--- config.mk ---
export PLATFORM = sky130hd
export DESIGN_NAME = pm_ctrl
export DESIGN_NICKNAME = d
export VERILOG_FILES = /design/src/pm_pkg.sv /design/src/pin_sync.sv /design/src/pm_apb_regs.sv /design/src/pm_ctrl.sv
export VERILOG_INCLUDE_DIRS = /design/src
export SDC_FILE = /design/constraint.sdc
export NUM_CORES = 1
export LEC_CHECK = 0
export ABC_AREA = 1
export BUFFER_PORTS_ARGS = -buffer_cell sky130_fd_sc_hd__buf_2
export CORE_MARGIN = 2
export CORE_UTILIZATION = 41
export CTS_CLUSTER_DIAMETER = 120
export DETAILED_ROUTE_END_ITERATION = 12
export PLACE_DENSITY = 0.86
export SETUP_SLACK_MARGIN = 0.4
export SLEW_MARGIN = 20
export SYNTH_ARGS = -nofsm -noshare
export SYNTH_HDL_FRONTEND = slang
export SYNTH_SLANG_ARGS = --single-unit
--- constraint.sdc ---
create_clock -name pclk -period 1.1 [get_ports pclk]
set_input_delay 0.11 -clock pclk [delete_from_list [all_inputs] [get_ports pclk]]
set_output_delay 0.11 -clock pclk [all_outputs]
set_load 0.03 [all_outputs]
--- src/pm_defs.svh ---
// Constants for the standby mode controller: register offsets, bit fields, resets.
// Assumes inclusion by bare name from the package and the design modules.
`ifndef PM_DEFS_SVH
`define PM_DEFS_SVH

// ==========================================================================
// Register byte offsets on the APB
`define PM_OFS_CTRL      8'h00
`define PM_OFS_MODE      8'h04
`define PM_OFS_STAT      8'h08

// ==========================================================================
// Control register fields
`define PM_CTRL_ENTRY    0
`define PM_CTRL_INTBLK   1
`define PM_CTRL_NMIBLK   2
`define PM_CTRL_WD2BLK   3
`define PM_CTRL_RST      4'h0

// ==========================================================================
// Mode register fields
`define PM_MODE_DEPTH    0
`define PM_MODE_SUBOFF   7
`define PM_MODE_RST      8'h00

// ==========================================================================
// Status register fields and widths
`define PM_STAT_STATE_LO 0
`define PM_STAT_STATE_HI 1
`define PM_STAT_ACK      2
`define PM_NUM_EXT       8
`define PM_NUM_SYNC      9

`endif

--- src/pm_pkg.sv ---
// Types shared by the standby mode controller files.
// Assumes pm_defs.svh sits in the include path.
`include "pm_defs.svh"

package pm_pkg;

   // ==========================================================================
   // Controller states.
   typedef enum logic [1:0] {
      ST_RUN  = 2'b00,
      ST_HALT = 2'b01,
      ST_IDLE = 2'b10
   } pm_state_t;

endpackage

--- src/pin_sync.sv ---
// Two-flop synchroniser for asynchronous pin levels.
// Assumes pins are levels that stay stable for several pclk periods.
`timescale 1ns/100ps

module pin_sync #(
   parameter int WIDTH = 1                     // Number of pins.
) (
   input  wire logic             pclk,         // System clock.
   input  wire logic             presetn,      // Asynchronous reset, active low.
   input  wire logic [WIDTH-1:0] pin_in,       // Raw pin levels.
   output logic      [WIDTH-1:0] pin_sync_out  // Synchronised levels.
);

   logic [WIDTH-1:0] meta_q;
   logic [WIDTH-1:0] meta_d;
   logic [WIDTH-1:0] sync_q;
   logic [WIDTH-1:0] sync_d;

   // ==========================================================================
   // The first stage feeds only the second stage, to contain metastability.
   always_comb begin
      meta_d = pin_in;
      sync_d = meta_q;
   end

   always_ff @(posedge pclk or negedge presetn) begin
      if (!presetn) begin
         meta_q <= '0;
         sync_q <= '0;
      end else begin
         meta_q <= meta_d;
         sync_q <= sync_d;
      end
   end

   assign pin_sync_out = sync_q;

endmodule

--- src/pm_apb_regs.sv ---
// APB register file of the standby mode controller: control, mode and status.
// Assumes a zero-wait APB master on pclk; the controller core clears entry.
`timescale 1ns/100ps
`include "pm_defs.svh"

module pm_apb_regs (
   input  wire logic        pclk,          // System clock.
   input  wire logic        presetn,       // Asynchronous reset, active low.
   input  wire logic        soft_rst,      // Ordinary reset request, synchronous.
   input  wire logic        psel,          // APB select.
   input  wire logic        penable,       // APB access phase.
   input  wire logic        pwrite,        // APB direction.
   input  wire logic [7:0]  paddr,         // APB byte address.
   input  wire logic [31:0] pwdata,        // APB write data.
   output logic      [31:0] prdata,        // APB read data.
   output logic             pready,        // APB ready.
   output logic             pslverr,       // APB error, unmapped address.
   input  wire logic        entry_clr,     // Controller clears standby entry.
   input  wire logic [2:0]  stat_in,       // Controller state and ack flag.
   output logic [3:0]       ctrl_q,        // Control register.
   output logic [7:0]       mode_q         // Mode register.
);

   logic [3:0]  ctrl_d;
   logic [7:0]  mode_d;
   logic [31:0] prdata_q;
   logic [31:0] prdata_d;
   logic        acc;
   logic        hit;

   // ==========================================================================
   // Zero-wait slave. Read data are registered at the setup edge, so prdata stands
   // from a flip-flop while pready is high; status read is one cycle old.
   assign acc     = psel && penable;
   assign hit     = (paddr == `PM_OFS_CTRL) || (paddr == `PM_OFS_MODE) ||
                    (paddr == `PM_OFS_STAT);
   assign pready  = 1'b1;
   assign pslverr = acc && !hit;
   assign prdata  = prdata_q;

   // Next register values; a hardware clear of entry loses to a software set.
   always_comb begin
      ctrl_d   = ctrl_q;
      mode_d   = mode_q;
      prdata_d = prdata_q;
      if (entry_clr) begin
         ctrl_d[`PM_CTRL_ENTRY] = 1'b0;
      end
      if (acc && pwrite && paddr == `PM_OFS_CTRL) begin
         ctrl_d = pwdata[3:0];
      end
      if (acc && pwrite && paddr == `PM_OFS_MODE) begin
         mode_d = pwdata[7:0];
      end
      if (psel && !penable && !pwrite) begin
         case (paddr)
            `PM_OFS_CTRL: prdata_d = {28'h0000000, ctrl_q};
            `PM_OFS_MODE: prdata_d = {24'h000000, mode_q};
            `PM_OFS_STAT: prdata_d = {29'h0000000, stat_in};
            default:      prdata_d = 32'h00000000;
         endcase
      end
      if (soft_rst) begin
         ctrl_d = `PM_CTRL_RST;
         mode_d = `PM_MODE_RST;
      end
   end

   always_ff @(posedge pclk or negedge presetn) begin
      if (!presetn) begin
         ctrl_q   <= `PM_CTRL_RST;
         mode_q   <= `PM_MODE_RST;
         prdata_q <= 32'h00000000;
      end else begin
         ctrl_q   <= ctrl_d;
         mode_q   <= mode_d;
         prdata_q <= prdata_d;
      end
   end

endmodule

--- src/pm_ctrl.sv ---
// Standby mode controller: HALT and IDLE sequencing with clock-enable outputs.
// Assumes core, interrupt controller and reset controller share pclk.
//
// How it works
// - Halt instruction stops only the processor clock; peripherals keep running (code also gates watch timer and watchdog two per the timer rules below).
// - Reset during HALT is just the ordinary reset.
// - Port pins hold level and direction throughout HALT.
// - Registers, flags and RAM are retained across HALT.
// - Watch timer runs in HALT if subclock used or main-clock sourced.
// - Second watchdog runs in HALT if subclock used or ring/8 sourced.
// - Entry bit set with depth select zero enters IDLE.
// - Depth select one means STOP; it counts only with entry set.
// - IDLE stops processor and peripheral clocks; oscillator keeps running.
// - In IDLE subclock, ring and external domains run; RAM kept.
// - Leaving IDLE restores clocks at once, no stabilisation wait.
// - NMI pin, watchdog two, unmasked pins or idle peripherals wake IDLE.
// - All resets but watchdog one release IDLE.
// - After IDLE release, normal clocking of everything returns.
// - Lower priority request only wakes; higher or NMI is also acknowledged.
//
// The register addresses and the APB interface to the registers were chosen for this implementation.
`timescale 1ns/100ps
`include "pm_defs.svh"

module pm_ctrl (
   input  wire logic        pclk,               // System clock, 20 MHz.
   input  wire logic        presetn,            // Asynchronous reset, active low.
   input  wire logic        psel,               // APB select.
   input  wire logic        penable,            // APB access phase.
   input  wire logic        pwrite,             // APB direction.
   input  wire logic [7:0]  paddr,              // APB byte address.
   input  wire logic [31:0] pwdata,             // APB write data.
   output logic      [31:0] prdata,             // APB read data.
   output logic             pready,             // APB ready.
   output logic             pslverr,            // APB error.
   input  wire logic        halt_instr,         // Core executes halt, one pulse.
   input  wire logic        nmi_pin,            // NMI pin, asynchronous.
   input  wire logic [7:0]  external_irq_pins,  // External interrupt pins.
   input  wire logic [7:0]  ext_irq_mask,       // Mask per pin, 1 masks.
   input  wire logic        watchdog_two_nmi_request, // Watchdog two NMI.
   input  wire logic        wdt1_nmi,           // Watchdog one NMI.
   input  wire logic        irq_pending,        // Any unmasked maskable request.
   input  wire logic        idle_periph_irq,    // Unmasked idle-capable request.
   input  wire logic        req_higher_prio,    // Request outranks current one.
   input  wire logic        other_reset_req,    // Any reset but watchdog one.
   input  wire logic        watchdog_one_reset, // Watchdog one reset.
   input  wire logic        wt_src_main,        // Watch timer counts main clock.
   input  wire logic        wdt2_src_ring_div8, // Watchdog two counts ring/8.
   output logic             cpu_clk_en_q,       // Processor clock enable.
   output logic             periph_clk_en_q,    // Peripheral clock enable.
   output logic             wt_clk_en_q,        // Watch timer clock enable.
   output logic             wdt2_clk_en_q,      // Watchdog two clock enable.
   output logic             port_hold_q,        // Freeze port pins.
   output logic             ram_retain_q,       // Hold RAM and core state.
   output logic             stop_request_q,     // STOP asked for, one pulse.
   output logic             wake_ack_q,         // Wake request acknowledged.
   output logic             wake_only_q,        // Wake without acknowledge.
   output logic             sys_reset_q         // Ordinary reset to the chip.
);
   import pm_pkg::*;

   pm_state_t  state_q;
   pm_state_t  state_d;
   logic [3:0] ctrl_q;
   logic [7:0] mode_q;
   logic [8:0] pins_s;
   logic       entry;
   logic       depth;
   logic       sub_off;
   logic       nmi_s;
   logic [7:0] ext_s;
   logic       nmi_any;
   logic       halt_wake;
   logic       idle_wake;
   logic       release_ev;
   logic       soft_rst;
   logic       entry_clr;
   logic       cpu_d;
   logic       per_d;
   logic       wt_d;
   logic       wd2_d;
   logic       hold_d;
   logic       stop_d;
   logic       ack_d;
   logic       only_d;
   logic       srst_d;

   // ==========================================================================
   // Pin synchronisers and register file.
   pin_sync #(
      .WIDTH (`PM_NUM_SYNC)
   ) u_sync (
      .pclk         (pclk),
      .presetn      (presetn),
      .pin_in       ({nmi_pin, external_irq_pins}),
      .pin_sync_out (pins_s)
   );

   pm_apb_regs u_regs (
      .pclk      (pclk),
      .presetn   (presetn),
      .soft_rst  (soft_rst),
      .psel      (psel),
      .penable   (penable),
      .pwrite    (pwrite),
      .paddr     (paddr),
      .pwdata    (pwdata),
      .prdata    (prdata),
      .pready    (pready),
      .pslverr   (pslverr),
      .entry_clr (entry_clr),
      .stat_in   ({wake_ack_q, state_q}),
      .ctrl_q    (ctrl_q),
      .mode_q    (mode_q)
   );

   // ==========================================================================
   // Release sources.
   assign nmi_s   = pins_s[`PM_NUM_EXT];
   assign ext_s   = pins_s[`PM_NUM_EXT-1:0];
   assign entry   = ctrl_q[`PM_CTRL_ENTRY];
   assign depth   = mode_q[`PM_MODE_DEPTH];
   assign sub_off = mode_q[`PM_MODE_SUBOFF];

   // Block bits let software keep a held request from cancelling entry.
   assign nmi_any   = (nmi_s && !ctrl_q[`PM_CTRL_NMIBLK]) ||
                      (watchdog_two_nmi_request && !ctrl_q[`PM_CTRL_WD2BLK]);
   assign halt_wake = nmi_s || watchdog_two_nmi_request || wdt1_nmi || irq_pending;
   assign idle_wake = nmi_any || (!ctrl_q[`PM_CTRL_INTBLK] &&
                      ((|(ext_s & ~ext_irq_mask)) || idle_periph_irq));

   // Watchdog one is stopped in IDLE and must not release it.
   assign soft_rst = other_reset_req ||
                     (watchdog_one_reset && state_q != ST_IDLE);

   assign release_ev = (state_q == ST_HALT && halt_wake) ||
                       (state_q == ST_IDLE && idle_wake);

   // ==========================================================================
   // Mode sequencer. Reset in any state is the plain reset path.
   always_comb begin
      state_d   = state_q;
      entry_clr = 1'b0;
      stop_d    = 1'b0;
      case (state_q)
         ST_RUN: begin
            if (entry && !depth) begin
               state_d   = ST_IDLE;
            end else if (entry && depth) begin
               stop_d    = 1'b1;
               entry_clr = 1'b1;
            end else if (halt_instr) begin
               state_d   = ST_HALT;
            end
         end
         ST_HALT: begin
            if (halt_wake) begin
               state_d = ST_RUN;
            end
         end
         ST_IDLE: begin
            if (idle_wake) begin
               state_d   = ST_RUN;
               entry_clr = 1'b1;
            end
         end
         default: begin
            state_d = ST_RUN;
         end
      endcase
      if (soft_rst) begin
         state_d   = ST_RUN;
         entry_clr = 1'b0;
         stop_d    = 1'b0;
      end
   end

   // ==========================================================================
   // Output enables follow the next state so they switch with it, glitch free.
   always_comb begin
      cpu_d  = (state_d == ST_RUN);
      per_d  = (state_d != ST_IDLE);
      hold_d = (state_d != ST_RUN);
      // Outside RUN both timers depend on the subclock and source choice.
      wt_d   = (state_d == ST_RUN) || !sub_off || wt_src_main;
      wd2_d  = (state_d == ST_RUN) || !sub_off || wdt2_src_ring_div8;
      ack_d  = release_ev && !soft_rst && (nmi_s || watchdog_two_nmi_request ||
               wdt1_nmi || req_higher_prio);
      only_d = release_ev && !soft_rst && !ack_d;
      srst_d = soft_rst;
   end

   // No wait state on release: the oscillator never stopped.
   always_ff @(posedge pclk or negedge presetn) begin
      if (!presetn) begin
         state_q         <= ST_RUN;
         cpu_clk_en_q    <= 1'b1;
         periph_clk_en_q <= 1'b1;
         wt_clk_en_q     <= 1'b1;
         wdt2_clk_en_q   <= 1'b1;
         port_hold_q     <= 1'b0;
         ram_retain_q    <= 1'b0;
         stop_request_q  <= 1'b0;
         wake_ack_q      <= 1'b0;
         wake_only_q     <= 1'b0;
         sys_reset_q     <= 1'b0;
      end else begin
         state_q         <= state_d;
         cpu_clk_en_q    <= cpu_d;
         periph_clk_en_q <= per_d;
         wt_clk_en_q     <= wt_d;
         wdt2_clk_en_q   <= wd2_d;
         port_hold_q     <= hold_d;
         ram_retain_q    <= hold_d;
         stop_request_q  <= stop_d;
         wake_ack_q      <= ack_d;
         wake_only_q     <= only_d;
         sys_reset_q     <= srst_d;
      end
   end
endmodule

==> out/summary.txt, run 1 <==
Fillers -> 407
Worst min-delay path category -> in -> reg
Die Footprint -> 6100 um^2
Worst setup EP type -> flip-flop
Clock buffer depth -> 2
Combinational power share -> 14.3%
Post-synth top flop -> dfrtp_1
Via count -> 1,949
Leak Pwr -> 1.83 nW
Cell internal pwr -> 2.79 mW
Startpoint types -> flip-flop
Synth Area in Compound Gates -> 5.12%
Maxcap violations -> 0
Overall Global Routing Usage -> 18.2%
Sequential share of power -> 50.2%
Clock period minus worst slack -> 1.30 ns
Maximum clock rate -> 0.771 GHz
Max VDD drop -> 0.948 mV
Cell with the most instances after synthesis -> nand2_1
Grt ovf -> 0
Clk_lat worst skew -> 0.30 ns
R2R Path Start -> state_q[1]
Status -> finished with violations
Post-synth top cells -> 58 x nand2_1, 45 x dfrtp_1, 26 x buf_4, 21 x inv_1, 17 x nand3_1
Top Ports -> 116
Iter 0 DRT Violations -> 125
Mux contribution to synthesized area -> 0%
First-pass GRT wire length -> 8660 um
Starting density of the core -> 43.2%
Post-Synth Simple-Gate Area -> 23.5%
Clock buffer count from CTS -> 5
Area leader, netlist -> dfrtp_1
Vias per cell -> 4.58
Final ANT Viol Nets -> 0
Hold path startpoint -> wt_src_main
Post-route cell area -> 3440 um^2
Post-place instance area -> 2740 um^2
Clock share of power -> 35.5%
Setup crit start -> state_q[1]
RSZ-0062 raised after global routing -> true
Fin nets -> 427
Adder-cell share of the synthesized area -> 0%
Synthesized cell area -> 2250 um^2
Area delta synth->final -> 52.7%
# setup viols final -> 22
Final Slew Violations -> 0
Die Ht -> 78.1 um
Row count -> 26
Root buf cell -> clkbuf_8
Mapped Cells -> 241
CP required -> 1.34 ns
Fin crit share -> 118%
Distinct cells, synth -> 29
CTS clock-pin slew for the worst setup and hold paths -> 0.09 ns
H-tree levels -> 2
Final GP Congestion -> 0.857
Ant diodes -> 0
Synth Area in XOR/XNOR -> 0%
Initial antenna violation count -> 0
Crit path DAT -> 1.54 ns
PD cells -> 1080 nW/um^2
Ranking of synthesized cells by area -> dfrtp_1 50%, nand2_1 9.7%, buf_4 8.7%, dfstp_2 4.7%, nand3_1 3.8%
Net switching power -> 913 uW
DRC viols -> 0
Inst Count DP -> 388
CTS tree -> done
Failing checks -> negative setup slack
Final Core Density -> 66.0%
Post-DP HPWL -> 3640 um
I/O Buffers -> 66
Crit Path Max Fanout -> 7
Clk sinks -> 49
Final wirelength -> 5480 um
Final worst-path setup slack -> -0.196 ns
Main combinational cell family by area after synthesis -> simple AND/OR/NAND/NOR gates
Post-synth EDFFs -> 0
Share of the synthesized area in the top cell type -> 50.1%
Die X -> 78.1 um
Final hold violation count -> 0
Final Skew -> 0.00643 ns
Synth warnings -> 0
#FFs+latches synth -> 49
First-pass DRT Iterations -> 4
Largest net degree at the start of global routing -> 50
Finished Layout Cells -> 426
Sw frac -> 24.7%
Crit path kind -> reg -> reg
Vias in the first global route -> 1,911
Register area share after synthesis -> 54.7%
WL/cell -> 12.9 um
Async SR Flop Fraction -> 100%
Share of cells above drive strength 1 -> 50.8%
CORE AREA -> 5200 um^2
Avg Cell Area, Syn -> 9.33 um^2
[registers in the layout, summed over array words and instances (netlist names), 2 cells and up]
signal               flops
u_sync.meta_q            9
u_sync.pin_sync_out      9
u_regs.mode_q            8
u_regs.ctrl_q            4
state_q                  2
u_regs.prdata            8
[worst paths after layout]
path / endpoint / slack (ns) / cells past startpoint
setup / recovery: u_regs.mode_q[3] / -0.20 / 8
hold / removal: wt_clk_en_q / 0.008 / 3
setup reg to reg: u_regs.mode_q[3] / -0.20 / 8
hold reg to reg: u_sync.pin_sync_out[6] / 0.35 / 0
max in group asynchronous: periph_clk_en_q / 0.53 / 3
min in group asynchronous: state_q[1] / 0.31 / 3
[final cells by class]
cell class / instances / area [um^2] / area share, %
Clock inverter: 2 / 37.5 / 1.09
Tap cell: 70 / 87.6 / 2.55
Timing Repair Buffer: 113 / 947 / 27.6
Sequential cell: 49 / 1230 / 35.9
Clock buffer: 6 / 82.6 / 2.40
Multi-Input combinational cell: 152 / 907 / 26.4
Inverter: 34 / 140 / 4.08
[critical path, stage by stage (launching register included)]
cell	delay [ns]
dfrtp_1	0.38
inv_2	0.06
nor2_4	0.12
inv_2	0.04
a21o_4	0.24
clkinv_8	0.09
buf_12	0.11
nand4_1	0.11
nand2_1	0.09
[timing repair]
item	in CTS	in global routing
hold buffers	10	0
buffers inserted	14	6
pin swaps	15	24
hold endpoints to repair	54	0
gates resized for setup	57	35
setup endpoints to repair	47	50
cloned	0	0
[layout by cell type, fill, tap and decap left out, drive strengths merged, types with 6 or more instances in the layout]
| cell | netlist | final |
|---|---|---|
| buf | 29 | 103 |
| nand2 | 64 | 64 |
| dfrtp | 45 | 45 |
| inv | 33 | 33 |
| conb | 2 | 25 |
| nand3 | 17 | 17 |
| nor2 | 15 | 15 |
| dlygate4sd3 | 0 | 10 |
| nand4 | 9 | 9 |
| o21ai | 7 | 7 |
| clkbuf | 0 | 6 |
[power groups by stage]
stage	Combinational [mW]	Clock [mW]	Sequential, mW
5_1_grt	0.572	1.41	1.86
3_5_place_dp	0.429	0	1.89
6_report	0.528	1.31	1.86
3_3_place_gp	0.421	0	1.89
2_1_floorplan	0.299	0	1.90
4_1_cts	0.499	1.34	1.86
[kinds of logic (layout without fill, tap and decap cells)]
kind of cell    Yosys count  count (layout)
simple gates            112             112
buf+inv                  63             155
flops                    49              49
compound gates           15              15
other cells               2              25
[routing by layer]
layer	share of wire, %	wire length [um]	GRT usage (%)	vias to the layer above
li1	-	-	-	936
met1	37	2040	20.4	917
met2	54	2970	34.0	86
met3	7.1	387	4.60	10
met4	1.6	87	5.44	0
met5	0	0	0	-
[metrics by stage]
stage | hold slack (ns) | worst slack [ns] | power [mW] | TNS (ns)
6_report | 0.00791 | -0.196 | 3.70 | -3.08
5_1_grt | 0.0100 | -0.267 | 3.84 | -4.72
4_1_cts | 0.0133 | -0.194 | 3.70 | -2.65
3_5_place_dp | 0.115 | -0.165 | 2.32 | -2.34
3_3_place_gp | 0.108 | -0.134 | 2.31 | -1.53
2_1_floorplan | -0.186 | -0.0699 | 2.20 | -0.797
Power figures use the tool's default switching activity.
==> run 2, diff against run 1 <==
SETUP_SLACK_MARGIN = 0.02   (was 0.4)
==> run 2 against run 1 <==
  * The flow still finishes with violations (negative setup slack)
  * Maximum frequency up 2.0%
  * Worst setup slack better by 0.025 ns
  * Register-to-register slack improved by 0.03 ns
  * Die area did not move
  * Cell area fell by 12%
  * Critical endpoint is now u_regs.mode_q[7]
  * Critical path depth fell by 1
  * Largest cell class unchanged
  * Sequential power about the same
==> out/summary.txt, run 2 (synthesis gave the netlist of run 1 again) <==
Met1 usage -> 20.4% (-0.060 points)
Crit Path Max Fanout -> 10 (+3)
Worst min-delay path category -> in -> reg
Final Skew -> 0.00205 ns (-0.00437 ns)
Row count -> 26 (unchanged)
H-tree levels -> 2 (unchanged)
Status -> finished with violations
Leak Pwr -> 1.65 nW (-10%)
CTS tree -> done
Busiest grt layer -> met2
Die Ht -> 78.1 um (unchanged)
Worst setup EP type -> flip-flop
CTS clock-pin slew for the worst setup and hold paths -> 0.08 ns (about the same)
Final hold violation count -> 0 (unchanged)
Clock period minus worst slack -> 1.27 ns (-0.0254 ns)
Post-place instance area -> 2690 um^2 (-1.7%)
CP required -> 1.34 ns (about the same)
PD cells -> 1110 nW/um^2 (+3.0%)
First-pass GRT wire length -> 7730 um (-11%)
Ant diodes -> 0 (unchanged)
Initial antenna violation count -> 0 (unchanged)
Maxcap violations -> 0 (unchanged)
Vias per cell -> 4.47 (-2.3%)
Global Route met2 Usage -> 26.5% (-7.5 points)
Hold Slack -> 0.0198 ns (+0.0119 ns)
Die Footprint -> 6100 um^2 (unchanged)
Overall Global Routing Usage -> 16.0% (-2.2 points)
Die X -> 78.1 um (unchanged)
Area delta synth->final -> 34.9%
Clock buffer depth -> 2 (unchanged)
Grt ovf -> 0 (unchanged)
Clock buffer count from CTS -> 5 (unchanged)
Final GP Congestion -> 0.859 (+0.21%)
DRC viols -> 0 (unchanged)
Via count -> 1,833 (-6.0%)
Startpoint types -> flip-flop
Root buf cell -> clkbuf_8
Crit path DAT -> 1.51 ns (-0.03 ns)
Iter 0 DRT Violations -> 59 (-53%)
Finished Layout Cells -> 410 (-3.8%)
First-pass DRT Iterations -> 4 (unchanged)
Final ANT Viol Nets -> 0 (unchanged)
Place WS -> -0.125 ns (+0.0400 ns)
Vias in the first global route -> 1,776 (-7.1%)
CORE AREA -> 5200 um^2 (unchanged)
Final worst-path setup slack -> -0.171 ns (+0.0254 ns)
Largest net degree at the start of global routing -> 21 (-58%)
Max VDD drop -> 0.882 mV (-7.0%)
Clk sinks -> 49 (unchanged)
Crit path kind -> reg -> reg
Clk_lat worst skew -> 0.29 ns (about the same)
Post-route cell area -> 3030 um^2 (-12%)
Fin crit share -> 116% (-2.3 points)
Final Slew Violations -> 0 (unchanged)
Share of cells above drive strength 1 -> 41.5% (-9.4 points)
I/O Buffers -> 66 (unchanged)
Final Core Density -> 58.3% (-7.7 points)
Inst Count DP -> 386 (-0.52%)
Final wirelength -> 4840 um (-12%)
Fin nets -> 411 (-3.7%)
Maximum clock rate -> 0.787 GHz (+2.0%)
Top Ports -> 116 (unchanged)
Most frequent cells in the layout -> 61 x buf_2, 53 x nand2_1, 45 x dfrtp_1
WL/cell -> 11.8 um (-8.3%)
Commonest non-fill, non-tap cell in the layout -> buf_2
Post-DP HPWL -> 3640 um (+0.18%)
# setup viols final -> 23 (+4.5%)
RSZ-0062 raised after global routing -> true
Met3 Track Usage GR -> 4.14% (-0.46 points)
Starting density of the core -> 43.2% (unchanged)
Failing checks -> negative setup slack
-- run 2: cell types whose count changed in the layout (fill, tap and decap cells not counted), sizes merged --
cell | before | now
buf | 103 | 87
bufinv | 1 | 0
clkbuf | 6 | 8
clkinvlp | 1 | 0
-- run 2: final cells by class --
cell class | instances | area [um^2]
clock buffer | 8 | 90.1
fill | 439 | 2170
inverter | 34 | 140
multi-input combinational | 152 | 828
sequential | 49 | 1230
tap | 70 | 87.6
timing repair buffer | 97 | 657
-- run 2: final timing paths --
path | depth (start not counted) | endpoint | slack, ns | start
setup / recovery | 7 | u_regs.mode_q[7] | -0.17 | state_q[0]
hold / removal | 3 | wdt2_clk_en_q | 0.02 | wdt2_src_ring_div8
setup reg to reg | 7 | u_regs.mode_q[7] | -0.17 | state_q[0]
hold reg to reg | 0 | u_sync.pin_sync_out[4] | 0.35 | u_sync.meta_q[4]
max in group asynchronous | 3 | u_regs.mode_q[1] | 0.46 | presetn
min in group asynchronous | 2 | u_sync.pin_sync_out[1] | 0.24 | presetn
-- run 2: repair_timing --
| item | in CTS | in global routing |
|---|---|---|
| endpoints found under the setup margin | 26 | 28 |
| pin swaps | 4 | 13 |
| hold buffers | 10 | 0 |
| resized for setup | 12 | 18 |
| endpoints found under the hold margin | 58 | 0 |
| setup buffers | 5 | 2 |
-- run 2: metrics by stage --
stage	power (mW)	TNS (ns)
finish	3.37	-2.60
global route	3.51	-4.24
CTS	3.37	-2.00
detailed placement	2.30	-1.97
global placement	2.29	-1.28
floorplan	2.19	-0.730
-- run 2: worst max-delay path, cell delays in order, from the launching register on --
cell and delay, ns:
dfrtp_1 0.42, nor2_4 0.13, inv_2 0.04, a21o_4 0.25, clkinv_8 0.09, buf_12 0.11
nand3_1 0.08, nand2_1 0.07
-- run 2: power breakdown --
group          total [mW]  internal [mW]  switching [mW]
clock network        1.04          0.513           0.532
logic               0.467          0.165           0.301
registers            1.85           1.84          0.0130
-- run 2: layer usage --
layer | part of all wire, % | up-vias
li1 | - | 901
met1 | 44 | 850
met2 | 48 | 71
met3 | 5.5 | 11
met4 | 2.0 | 0
met5 | 0 | -
